===== src/verilog/tdt2_pkg.sv =====
// constants for the timer data and third timer flag block
`default_nettype none
package tdt2_pkg;
    // register indices; byte address is four times the index
    localparam logic [7:0] IDX_FIRST_LOW = 8'h8A;
    localparam logic [7:0] IDX_SECOND_LOW = 8'h8B;
    localparam logic [7:0] IDX_FIRST_HIGH = 8'h8C;
    localparam logic [7:0] IDX_SECOND_HIGH = 8'h8D;
    localparam logic [7:0] IDX_PIN_FUNC = 8'h93;
    localparam logic [7:0] IDX_THIRD_CTRL = 8'hC8;
    localparam logic [7:0] IDX_RELOAD_LOW = 8'hCA;
    localparam logic [7:0] IDX_RELOAD_HIGH = 8'hCB;
    localparam logic [7:0] IDX_THIRD_LOW = 8'hCC;
    localparam logic [7:0] IDX_THIRD_HIGH = 8'hCD;
    // third timer control fields
    localparam int BIT_OVF_FLAG = 7;
    localparam int BIT_EDGE_FLAG = 6;
    localparam int BIT_RX_SEL = 5;
    localparam int BIT_TX_SEL = 4;
    localparam int BIT_EDGE_EN = 3;
    localparam int BIT_RUN = 2;
    localparam int BIT_CNT_SEL = 1;
    localparam int BIT_CAP_SEL = 0;
    // pin function select fields
    localparam int BIT_SECOND_OE = 5;
    localparam int BIT_FIRST_OE = 4;
    // reset values
    localparam logic [7:0] RST_COUNT = 8'h00;
    localparam logic [7:0] RST_PIN_FUNC = 8'h05;
    localparam logic [7:0] RST_THIRD_CTRL = 8'h00;
    // overflow dividers of the output pins
    localparam int FIRST_DIV = 64;
    localparam int SECOND_DIV = 2;
    // bus responses
    localparam logic [1:0] RESP_OKAY = 2'h0;
    localparam logic [1:0] RESP_SLVERR = 2'h2;
endpackage
`default_nettype wire


===== src/verilog/tdt2_ovf_div.sv =====
// overflow rate divider driving a timer output pin
`default_nettype none
module tdt2_ovf_div #(
    parameter int DIV = 2
) (
    // clock and reset
    input wire logic aclk,
    input wire logic aresetn,
    input wire logic ce,
    // overflow pulse in, divided square wave out
    input wire logic overflow,
    output logic divided
);
    localparam int HALF = DIV / 2;
    localparam int CW = $clog2(HALF + 1);
    localparam logic [CW-1:0] LAST = CW'(HALF - 1);

    logic [CW-1:0] count;
    wire wrap = (count == LAST);

    // one toggle per half period gives a full period of DIV overflows
    always_ff @(posedge aclk) begin
        if (!aresetn) begin
            count <= '0;
            divided <= 1'b0;
        end else if (ce && overflow) begin
            count <= wrap ? '0 : count + 1'b1;
            if (wrap) begin
                divided <= ~divided;
            end
        end
    end
endmodule
`default_nettype wire


===== src/verilog/tdt2_timer_regs.sv =====
// timer count bytes, divided outputs and third timer with its flags
`default_nettype none
module tdt2_timer_regs #(
    parameter int ADDR_W = 12
) (
    // clock, reset, enable
    input wire logic aclk,
    input wire logic aresetn,
    input wire logic ce,
    // axi4-lite write address
    input wire logic awvalid,
    output logic awready,
    input wire logic [ADDR_W-1:0] awaddr,
    input wire logic [2:0] awprot,
    // axi4-lite write data
    input wire logic wvalid,
    output logic wready,
    input wire logic [31:0] wdata,
    input wire logic [3:0] wstrb,
    // axi4-lite write response
    output logic bvalid,
    input wire logic bready,
    output logic [1:0] bresp,
    // axi4-lite read address
    input wire logic arvalid,
    output logic arready,
    input wire logic [ADDR_W-1:0] araddr,
    input wire logic [2:0] arprot,
    // axi4-lite read data
    output logic rvalid,
    input wire logic rready,
    output logic [31:0] rdata,
    output logic [1:0] rresp,
    // first and second timer overflow pulses from the mode logic
    input wire logic first_overflow,
    input wire logic second_overflow,
    // first and second timer count values to the mode logic
    output logic [15:0] first_count,
    output logic [15:0] second_count,
    // divided output pins
    output logic first_divided_output,
    output logic first_divided_output_oe_n,
    output logic second_divided_output,
    output logic second_divided_output_oe_n,
    // third timer pins, asynchronous
    input wire logic external_trigger_pin,
    input wire logic third_count_pin,
    // serial baud clock pulses and third timer overflow pulse
    output logic rx_baud_tick,
    output logic tx_baud_tick,
    output logic third_overflow_pulse
);
    // mapped test on an index, used by both read and write paths
    function automatic logic tdt2_hit(input logic [ADDR_W-1:0] addr);
        logic [7:0] idx;
        idx = addr[9:2];
        tdt2_hit = (addr[ADDR_W-1:10] == '0) &&
            (idx == tdt2_pkg::IDX_FIRST_LOW || idx == tdt2_pkg::IDX_SECOND_LOW ||
             idx == tdt2_pkg::IDX_FIRST_HIGH || idx == tdt2_pkg::IDX_SECOND_HIGH ||
             idx == tdt2_pkg::IDX_PIN_FUNC || idx == tdt2_pkg::IDX_THIRD_CTRL ||
             idx == tdt2_pkg::IDX_RELOAD_LOW || idx == tdt2_pkg::IDX_RELOAD_HIGH ||
             idx == tdt2_pkg::IDX_THIRD_LOW || idx == tdt2_pkg::IDX_THIRD_HIGH);
    endfunction

    // registers
    logic [7:0] first_count_low;
    logic [7:0] first_count_high;
    logic [7:0] second_count_low;
    logic [7:0] second_count_high;
    logic [7:0] pin_function_select;
    logic [7:0] third_timer_control;
    logic [15:0] third_count;
    logic [15:0] third_reload;

    // write channel state
    logic aw_held;
    logic w_held;
    logic [ADDR_W-1:0] wr_addr;
    logic [7:0] wr_byte;
    logic wr_lane;

    assign awready = !aw_held && !bvalid;
    assign wready = !w_held && !bvalid;
    assign arready = !rvalid;

    wire do_write = aw_held && w_held;
    wire wr_hit = tdt2_hit(wr_addr);
    wire [7:0] wr_idx = wr_addr[9:2];
    wire wr_ok = do_write && wr_hit && wr_lane;
    wire we_first_low = wr_ok && (wr_idx == tdt2_pkg::IDX_FIRST_LOW);
    wire we_first_high = wr_ok && (wr_idx == tdt2_pkg::IDX_FIRST_HIGH);
    wire we_second_low = wr_ok && (wr_idx == tdt2_pkg::IDX_SECOND_LOW);
    wire we_second_high = wr_ok && (wr_idx == tdt2_pkg::IDX_SECOND_HIGH);
    wire we_pin_func = wr_ok && (wr_idx == tdt2_pkg::IDX_PIN_FUNC);
    wire we_ctrl = wr_ok && (wr_idx == tdt2_pkg::IDX_THIRD_CTRL);
    wire we_reload_low = wr_ok && (wr_idx == tdt2_pkg::IDX_RELOAD_LOW);
    wire we_reload_high = wr_ok && (wr_idx == tdt2_pkg::IDX_RELOAD_HIGH);
    wire we_third_low = wr_ok && (wr_idx == tdt2_pkg::IDX_THIRD_LOW);
    wire we_third_high = wr_ok && (wr_idx == tdt2_pkg::IDX_THIRD_HIGH);

    // awprot and arprot carry no meaning here; every access is allowed
    always_ff @(posedge aclk) begin
        if (!aresetn) begin
            aw_held <= 1'b0;
            w_held <= 1'b0;
            wr_addr <= '0;
            wr_byte <= 8'h00;
            wr_lane <= 1'b0;
            bvalid <= 1'b0;
            bresp <= tdt2_pkg::RESP_OKAY;
        end else if (ce) begin
            if (awvalid && awready) begin
                aw_held <= 1'b1;
                wr_addr <= awaddr;
            end
            if (wvalid && wready) begin
                w_held <= 1'b1;
                wr_byte <= wdata[7:0];
                wr_lane <= wstrb[0];
            end
            if (do_write) begin
                aw_held <= 1'b0;
                w_held <= 1'b0;
                bvalid <= 1'b1;
                bresp <= wr_hit ? tdt2_pkg::RESP_OKAY : tdt2_pkg::RESP_SLVERR;
            end else if (bvalid && bready) begin
                bvalid <= 1'b0;
            end
        end
    end

    // read path; data sits in the low byte, upper bits read zero
    wire [7:0] rd_idx = araddr[9:2];
    wire rd_hit = tdt2_hit(araddr);
    wire [7:0] rd_byte =
        (rd_idx == tdt2_pkg::IDX_FIRST_LOW) ? first_count_low :
        (rd_idx == tdt2_pkg::IDX_FIRST_HIGH) ? first_count_high :
        (rd_idx == tdt2_pkg::IDX_SECOND_LOW) ? second_count_low :
        (rd_idx == tdt2_pkg::IDX_SECOND_HIGH) ? second_count_high :
        (rd_idx == tdt2_pkg::IDX_PIN_FUNC) ? pin_function_select :
        (rd_idx == tdt2_pkg::IDX_THIRD_CTRL) ? third_timer_control :
        (rd_idx == tdt2_pkg::IDX_RELOAD_LOW) ? third_reload[7:0] :
        (rd_idx == tdt2_pkg::IDX_RELOAD_HIGH) ? third_reload[15:8] :
        (rd_idx == tdt2_pkg::IDX_THIRD_LOW) ? third_count[7:0] :
        (rd_idx == tdt2_pkg::IDX_THIRD_HIGH) ? third_count[15:8] : 8'h00;

    always_ff @(posedge aclk) begin
        if (!aresetn) begin
            rvalid <= 1'b0;
            rdata <= 32'h00000000;
            rresp <= tdt2_pkg::RESP_OKAY;
        end else if (ce) begin
            if (arvalid && arready) begin
                rvalid <= 1'b1;
                rdata <= {24'h000000, rd_hit ? rd_byte : 8'h00};
                rresp <= rd_hit ? tdt2_pkg::RESP_OKAY : tdt2_pkg::RESP_SLVERR;
            end else if (rvalid && rready) begin
                rvalid <= 1'b0;
            end
        end
    end

    // first and second count bytes and pin function select
    always_ff @(posedge aclk) begin
        if (!aresetn) begin
            first_count_low <= tdt2_pkg::RST_COUNT;
            first_count_high <= tdt2_pkg::RST_COUNT;
            second_count_low <= tdt2_pkg::RST_COUNT;
            second_count_high <= tdt2_pkg::RST_COUNT;
            pin_function_select <= tdt2_pkg::RST_PIN_FUNC;
        end else if (ce) begin
            if (we_first_low) begin
                first_count_low <= wr_byte;
            end
            if (we_first_high) begin
                first_count_high <= wr_byte;
            end
            if (we_second_low) begin
                second_count_low <= wr_byte;
            end
            if (we_second_high) begin
                second_count_high <= wr_byte;
            end
            if (we_pin_func) begin
                pin_function_select <= wr_byte;
            end
        end
    end

    assign first_count = {first_count_high, first_count_low};
    assign second_count = {second_count_high, second_count_low};

    // divided outputs; dividers run regardless so enabling shows a phase-true wave
    tdt2_ovf_div #(
        .DIV(tdt2_pkg::FIRST_DIV)
    ) first_div (
        .aclk(aclk),
        .aresetn(aresetn),
        .ce(ce),
        .overflow(first_overflow),
        .divided(first_divided_output)
    );

    tdt2_ovf_div #(
        .DIV(tdt2_pkg::SECOND_DIV)
    ) second_div (
        .aclk(aclk),
        .aresetn(aresetn),
        .ce(ce),
        .overflow(second_overflow),
        .divided(second_divided_output)
    );

    assign first_divided_output_oe_n = ~pin_function_select[tdt2_pkg::BIT_FIRST_OE];
    assign second_divided_output_oe_n = ~pin_function_select[tdt2_pkg::BIT_SECOND_OE];

    // pin synchronisers: three stages, a level counts once stages two and three agree
    logic [2:0] trig_sync;
    logic [2:0] cnt_sync;
    logic trig_level;
    logic cnt_level;

    always_ff @(posedge aclk) begin
        if (!aresetn) begin
            trig_sync <= 3'h7;
            cnt_sync <= 3'h7;
            trig_level <= 1'b1;
            cnt_level <= 1'b1;
        end else if (ce) begin
            trig_sync <= {trig_sync[1:0], external_trigger_pin};
            cnt_sync <= {cnt_sync[1:0], third_count_pin};
            if (trig_sync[1] == trig_sync[2]) begin
                trig_level <= trig_sync[2];
            end
            if (cnt_sync[1] == cnt_sync[2]) begin
                cnt_level <= cnt_sync[2];
            end
        end
    end

    wire trig_fall = trig_level && !trig_sync[1] && !trig_sync[2];
    wire cnt_fall = cnt_level && !cnt_sync[1] && !cnt_sync[2];

    // third timer control decode
    wire run = third_timer_control[tdt2_pkg::BIT_RUN];
    wire cnt_sel = third_timer_control[tdt2_pkg::BIT_CNT_SEL];
    wire cap_sel = third_timer_control[tdt2_pkg::BIT_CAP_SEL];
    wire edge_en = third_timer_control[tdt2_pkg::BIT_EDGE_EN];
    wire rx_sel = third_timer_control[tdt2_pkg::BIT_RX_SEL];
    wire tx_sel = third_timer_control[tdt2_pkg::BIT_TX_SEL];
    wire baud_mode = rx_sel || tx_sel;

    // timer mode counts every second clock, counter mode on the count pin's fall
    logic prescale;
    wire tick = run && (cnt_sel ? cnt_fall : prescale);
    wire overflow = tick && (third_count == 16'hFFFF);
    wire edge_evt = edge_en && trig_fall;
    // baud use forces auto-reload; capture select is then ignored
    wire reload_now = (overflow && (baud_mode || !cap_sel)) ||
        (edge_evt && !baud_mode && !cap_sel);
    wire capture_now = edge_evt && !baud_mode && cap_sel;
    wire ovf_set = overflow && !baud_mode;
    // in baud mode a pin edge still flags, but moves no count
    wire edge_set = edge_evt;

    logic [15:0] next_third_count;
    logic [7:0] next_ctrl;

    always_comb begin
        next_third_count = third_count;
        if (reload_now) begin
            next_third_count = third_reload;
        end else if (tick) begin
            next_third_count = third_count + 16'h0001;
        end
        if (we_third_low) begin
            next_third_count[7:0] = wr_byte;
        end
        if (we_third_high) begin
            next_third_count[15:8] = wr_byte;
        end
    end

    // a flag set in the same cycle as a software clear survives
    always_comb begin
        next_ctrl = we_ctrl ? wr_byte : third_timer_control;
        next_ctrl[tdt2_pkg::BIT_OVF_FLAG] = next_ctrl[tdt2_pkg::BIT_OVF_FLAG] | ovf_set;
        next_ctrl[tdt2_pkg::BIT_EDGE_FLAG] = next_ctrl[tdt2_pkg::BIT_EDGE_FLAG] | edge_set;
    end

    always_ff @(posedge aclk) begin
        if (!aresetn) begin
            prescale <= 1'b0;
            third_count <= {tdt2_pkg::RST_COUNT, tdt2_pkg::RST_COUNT};
            third_reload <= {tdt2_pkg::RST_COUNT, tdt2_pkg::RST_COUNT};
            third_timer_control <= tdt2_pkg::RST_THIRD_CTRL;
        end else if (ce) begin
            prescale <= run && !cnt_sel && !prescale;
            third_count <= next_third_count;
            third_timer_control <= next_ctrl;
            if (we_reload_low) begin
                third_reload[7:0] <= wr_byte;
            end else if (capture_now) begin
                third_reload[7:0] <= third_count[7:0];
            end
            if (we_reload_high) begin
                third_reload[15:8] <= wr_byte;
            end else if (capture_now) begin
                third_reload[15:8] <= third_count[15:8];
            end
        end
    end

    // baud clock selection, registered so the pulses leave from flip-flops
    always_ff @(posedge aclk) begin
        if (!aresetn) begin
            rx_baud_tick <= 1'b0;
            tx_baud_tick <= 1'b0;
            third_overflow_pulse <= 1'b0;
        end else if (ce) begin
            rx_baud_tick <= rx_sel ? overflow : second_overflow;
            tx_baud_tick <= tx_sel ? overflow : second_overflow;
            third_overflow_pulse <= overflow;
        end
    end
endmodule
`default_nettype wire


===== config.mk =====
export PLATFORM = sky130hd
export DESIGN_NAME = tdt2_timer_regs
export DESIGN_NICKNAME = d
export VERILOG_FILES = /design/src/verilog/tdt2_pkg.sv /design/src/verilog/tdt2_ovf_div.sv /design/src/verilog/tdt2_timer_regs.sv
export SDC_FILE = /design/constraint.sdc
export NUM_CORES = 1
export LEC_CHECK = 0
export ABC_AREA = 1
export BUFFER_PORTS_ARGS = -buffer_cell sky130_fd_sc_hd__buf_4
export CAP_MARGIN = 20
export CORE_ASPECT_RATIO = 1.1
export CORE_UTILIZATION = 40
export DETAILED_ROUTE_END_ITERATION = 12
export PLACE_DENSITY_LB_ADDON = 0.3
export SLEW_MARGIN = 20
export SYNTH_ARGS = -nofsm -noshare
export SYNTH_HDL_FRONTEND = slang
export SYNTH_SLANG_ARGS = --single-unit

===== constraint.sdc =====
create_clock -name aclk -period 3.4 [get_ports aclk]
set_input_delay 0.34 -clock aclk [delete_from_list [all_inputs] [get_ports aclk]]
set_output_delay 0.34 -clock aclk [all_outputs]
set_load 0.02 [all_outputs]

==> results.md <==
* Slew @ Worst Pin at 0.889 ns
* Number of optimization iterations in the first detailed-route pass at 6
* Pleak at 0.00386 uW
* Sum Neg Setup Slack at 0 ns
* Adder-Cell Fraction of Synth Area at 0.339%
* Non-Filler Instances at 1450
* Path category of the worst min-delay check: primary input to flip-flop
* Data arrival time of the critical path at 2.83 ns
* Final estimated routing congestion in global placement at 0.897
* Power density normalized to cell area at 426 nW/um^2
* Normalized max-slew margin at 40.4%
* Clock-pin slew on the worst setup and hold paths at 0.06 ns
* Total half-perimeter wirelength after legalization and detailed placement at 15500 um
* Number of remaining DRC errors at 0
* Horiz. Die Dim at 132 um
* Worst path slowest cell: sky130_fd_sc_hd__dfxtp_1
* End point of the worst hold path: trig_sync[0]$_SDFFE_PN1P_
* Leftover overflow at the end of global routing at 0
* R2R depth at 13
* Delay of the slowest cell on the worst path at 0.49 ns
* Clock Latency Late Sink at 0.42 ns
* # H-tree levels at 4
* Layout cells sized above 1 at 15.1%
* Antenna Cells at 0
* Number of cells after detailed placement at 1418
* Number of max-capacitance violations reported at 0
* Cell breakdown of the critical path: ha_1 -> nand2_2 -> nor2_1 -> nand2_1 -> nor2_1 -> nand3b_1 -> nand2_4 -> inv_4 -> nand3_2 -> nand2_4 -> nand2_1 -> nand2_1 -> nor2_1
* Cell depth of the worst hold path at 3
* Synth top area cells: sky130_fd_sc_hd__dfxtp_1 36%, sky130_fd_sc_hd__nand2_1 14%, sky130_fd_sc_hd__o21ai_0 7.2%
* Critical R2R Launch: third_count[1]$_SDFFE_PN0P_
* Via count of the first global-routing pass at 6585
* Area growth from synthesis to layout at 17.7%
* Highest attainable clock frequency at 403 MHz
* Clock buffer count from CTS at 17
* Number of DRC markers after the initial detailed-route iteration at 657
* Setup clock skew after layout at 0.0105 ns
* Floorplan row count at 51
* Post-synthesis async set-or-reset flop share at 0%
* Largest family of logic cells by synthesized area: simple AND/OR/NAND/NOR gates
* Result of the run: completed
* Start point of the critical path: third_count[1]$_SDFFE_PN0P_
* Count of buffers inserted at the top-level ports at 94
* Number of antenna violations at the first check in global routing at 0
* Portion of the clock cycle consumed by the worst path in the final layout at 72.9%
* Via count at 7308
* Boundary pin count at 158
* Clock root buffer: sky130_fd_sc_hd__clkbuf_16
* Critical Path End Type: flip-flop
* Count of distinct cell types in the synthesized netlist at 41
* WS Path Type: flip-flop to flip-flop
* Seq cells post-synth at 133
* Startpoint of the lowest-slack hold path: external_trigger_pin
* Terminus of the critical flop-to-flop path: third_count[8]$_SDFFE_PN0P_
* Required time worst endpoint at 3.76 ns
* Startpoint class of the critical path: flip-flop
* Final ANT Viol Nets at 0
* Crit-path max FO at 25
* Tmin final at 2.48 ns
* Worst VDD drop at 0.000388 V
* Net switching power at 938 uW
* Fraction of synthesized cell area taken by the top area cell type at 36.1%
* Cells resized by post-CTS repair at 0
* Post-CTS setup repair buffer count at 0
* Synthesized cell area at 7380 um^2
* Post-synth top area cell: sky130_fd_sc_hd__dfxtp_1
* Fraction of the mapped netlist area in simple logic gates at 32.9%
* Die footprint at 19000 um^2
* Global-route wire length before repair at 34800 um
* Slack of the worst reg-to-reg path at 0.92 ns
* Most common cell in the synthesized netlist: sky130_fd_sc_hd__nand2_1
* Hold Vio Cnt, Final at 0
* Overall routing resource usage at 23.4%
* Sequential cell area at 2660 um^2
* Synthesis Warnings at 0
* Maximum clock path buffer count at 2
* RSZ-0062 raised after global routing: no
* Post-Syn Instances at 1123
* Aggregate routed wire length at 21800 um
* Mean Syn Cell Area at 6.58 um^2
* Fill cell instance count of the final layout at 1885
* Relative contribution of the clock network to total power at 49.0%
* Number of max-slew violations in the final report at 0
* Xor/xnor share of the synthesized area at 1.90%
* Share of synthesized area occupied by flip-flops and latches at 36.1%
* Main flop type after synthesis: sky130_fd_sc_hd__dfxtp_1
* Number of flops mapped to enable cells by yosys at 0
* Largest net degree at the start of global routing at 62
* Core box area at 17900 um^2
* Number of clock sinks seen by CTS at 133
* Routed via count divided by cell count at 5.04
* Switching Fraction at 25.3%
* Initial Util at 41.3%
* Internal power at 2770 uW
* Routed wire length per instance at 15.0 um
* Multi-input gate area in the final layout at 3930 um^2
* Most numerous cell types in the synthesized netlist: 277 x sky130_fd_sc_hd__nand2_1, 133 x sky130_fd_sc_hd__dfxtp_1, 132 x sky130_fd_sc_hd__nor2_1
* CTS tree: built
* Hold buffer count at CTS at 0
* Number of nets in the finished design at 1279
* Setup-violating endpoint count in the final report at 0
* Compound-gate portion of the synthesized area at 16.7%
* Comb power frac at 6.8%
* Reg power frac at 44.2%
* Height of the die at 145 um
* Multiplexer fraction of the synthesized cell area at 0%
[cell families after synthesis]
group | after synthesis
flip-flops | 133
other | 1
AND/OR/NAND/NOR | 536
buffers and inverters | 197
adder cells (fa/ha/maj) | 2
XOR/XNOR | 16
AO/OA/AOI/OAI | 238
[power groups by stage]
stage	clock [uW]	combinational, uW	sequential (uW)
floorplan	0	183	1650
global placement	0	248	1670
detailed placement	0	251	1670
CTS	1830	253	1640
global route	1900	280	1640
finish	1820	252	1640
[registers in the layout (all words and copies together), names as in the netlist, 3 cells and up]
signal / count
first_div.count: 6
second_count_low: 8
rdata: 8
cnt_sync: 3
pin_function_select: 8
first_count_high: 8
wr_byte: 8
wr_addr: 10
first_count_low: 8
second_count_high: 8
third_reload: 16
third_timer_control: 8
third_count: 16
trig_sync: 3
[per-layer routing]
layer / GRT usage, % / share of wire [%]
met1: 31.0 / 45
met3: 5.22 / 7.2
met4: 8.02 / 2.3
met2: 37.7 / 45
met5: 0 / 0
[how the worst max path moves through the flow]
| stage | to | slack (ns) | depth (start not counted) |
|---|---|---|---|
| 5_1_grt | third_count[12]$_SDFFE_PN0P_ | 0.70 | 14 |
| 3_3_place_gp | third_count[13]$_SDFFE_PN0P_ | 0.99 | 12 |
| 4_1_cts | third_count[8]$_SDFFE_PN0P_ | 0.92 | 13 |
| 2_1_floorplan | third_count[0]$_SDFFE_PN0P_ | 1.58 | 13 |
| 3_5_place_dp | third_count[8]$_SDFFE_PN0P_ | 0.93 | 13 |
| 6_report | third_count[8]$_SDFFE_PN0P_ | 0.92 | 13 |
[placed cells by master (no fill, tap or decap), drive strengths merged, types with 3 or more instances in the layout]
cell type / Yosys / routed
nand3: 63 / 63
a21oi: 100 / 100
nor2: 142 / 142
nand3b: 3 / 3
o21ai: 125 / 125
clkinv: 1 / 8
nor3: 28 / 28
conb: 1 / 26
nand2: 287 / 287
o22ai: 6 / 6
buf: 46 / 98
xor2: 15 / 15
dfxtp: 133 / 133
clkbuf: 20 / 20
inv: 130 / 131
nand4: 9 / 9
o211ai: 6 / 6
[through the flow]
stage	utilization, %	instance area (um^2)	total power (uW)	hold slack, ns	setup WS (ns)
6_report	48.6	8690	3710	0.130	0.921
5_1_grt	48.6	8690	3820	0.122	0.698
4_1_cts	48.6	8690	3720	0.118	0.922
3_5_place_dp	45.4	8120	1920	0.443	0.931
3_3_place_gp	45.4	8120	1920	0.434	0.994
2_1_floorplan	-	7480	1830	0.421	1.58
[final cells by class]
type / count / share of cell area (%)
multi-input cells: 818 / 45.2
flip-flops and latches: 133 / 30.6
repair buffers: 98 / 8.46
inverters: 131 / 5.69
clock buffers: 20 / 5.14
well taps: 238 / 3.43
clock inverters: 12 / 1.50
[worst max-delay path, delay by kind of cell (launching register included)]
kind	cells	cell delay [ns]
adders and majority gates	1	0.26
buffers and inverters	1	0.14
DFF	1	0.49
and+or+nand+nor	11	1.52
Power figures use the tool's default switching activity.
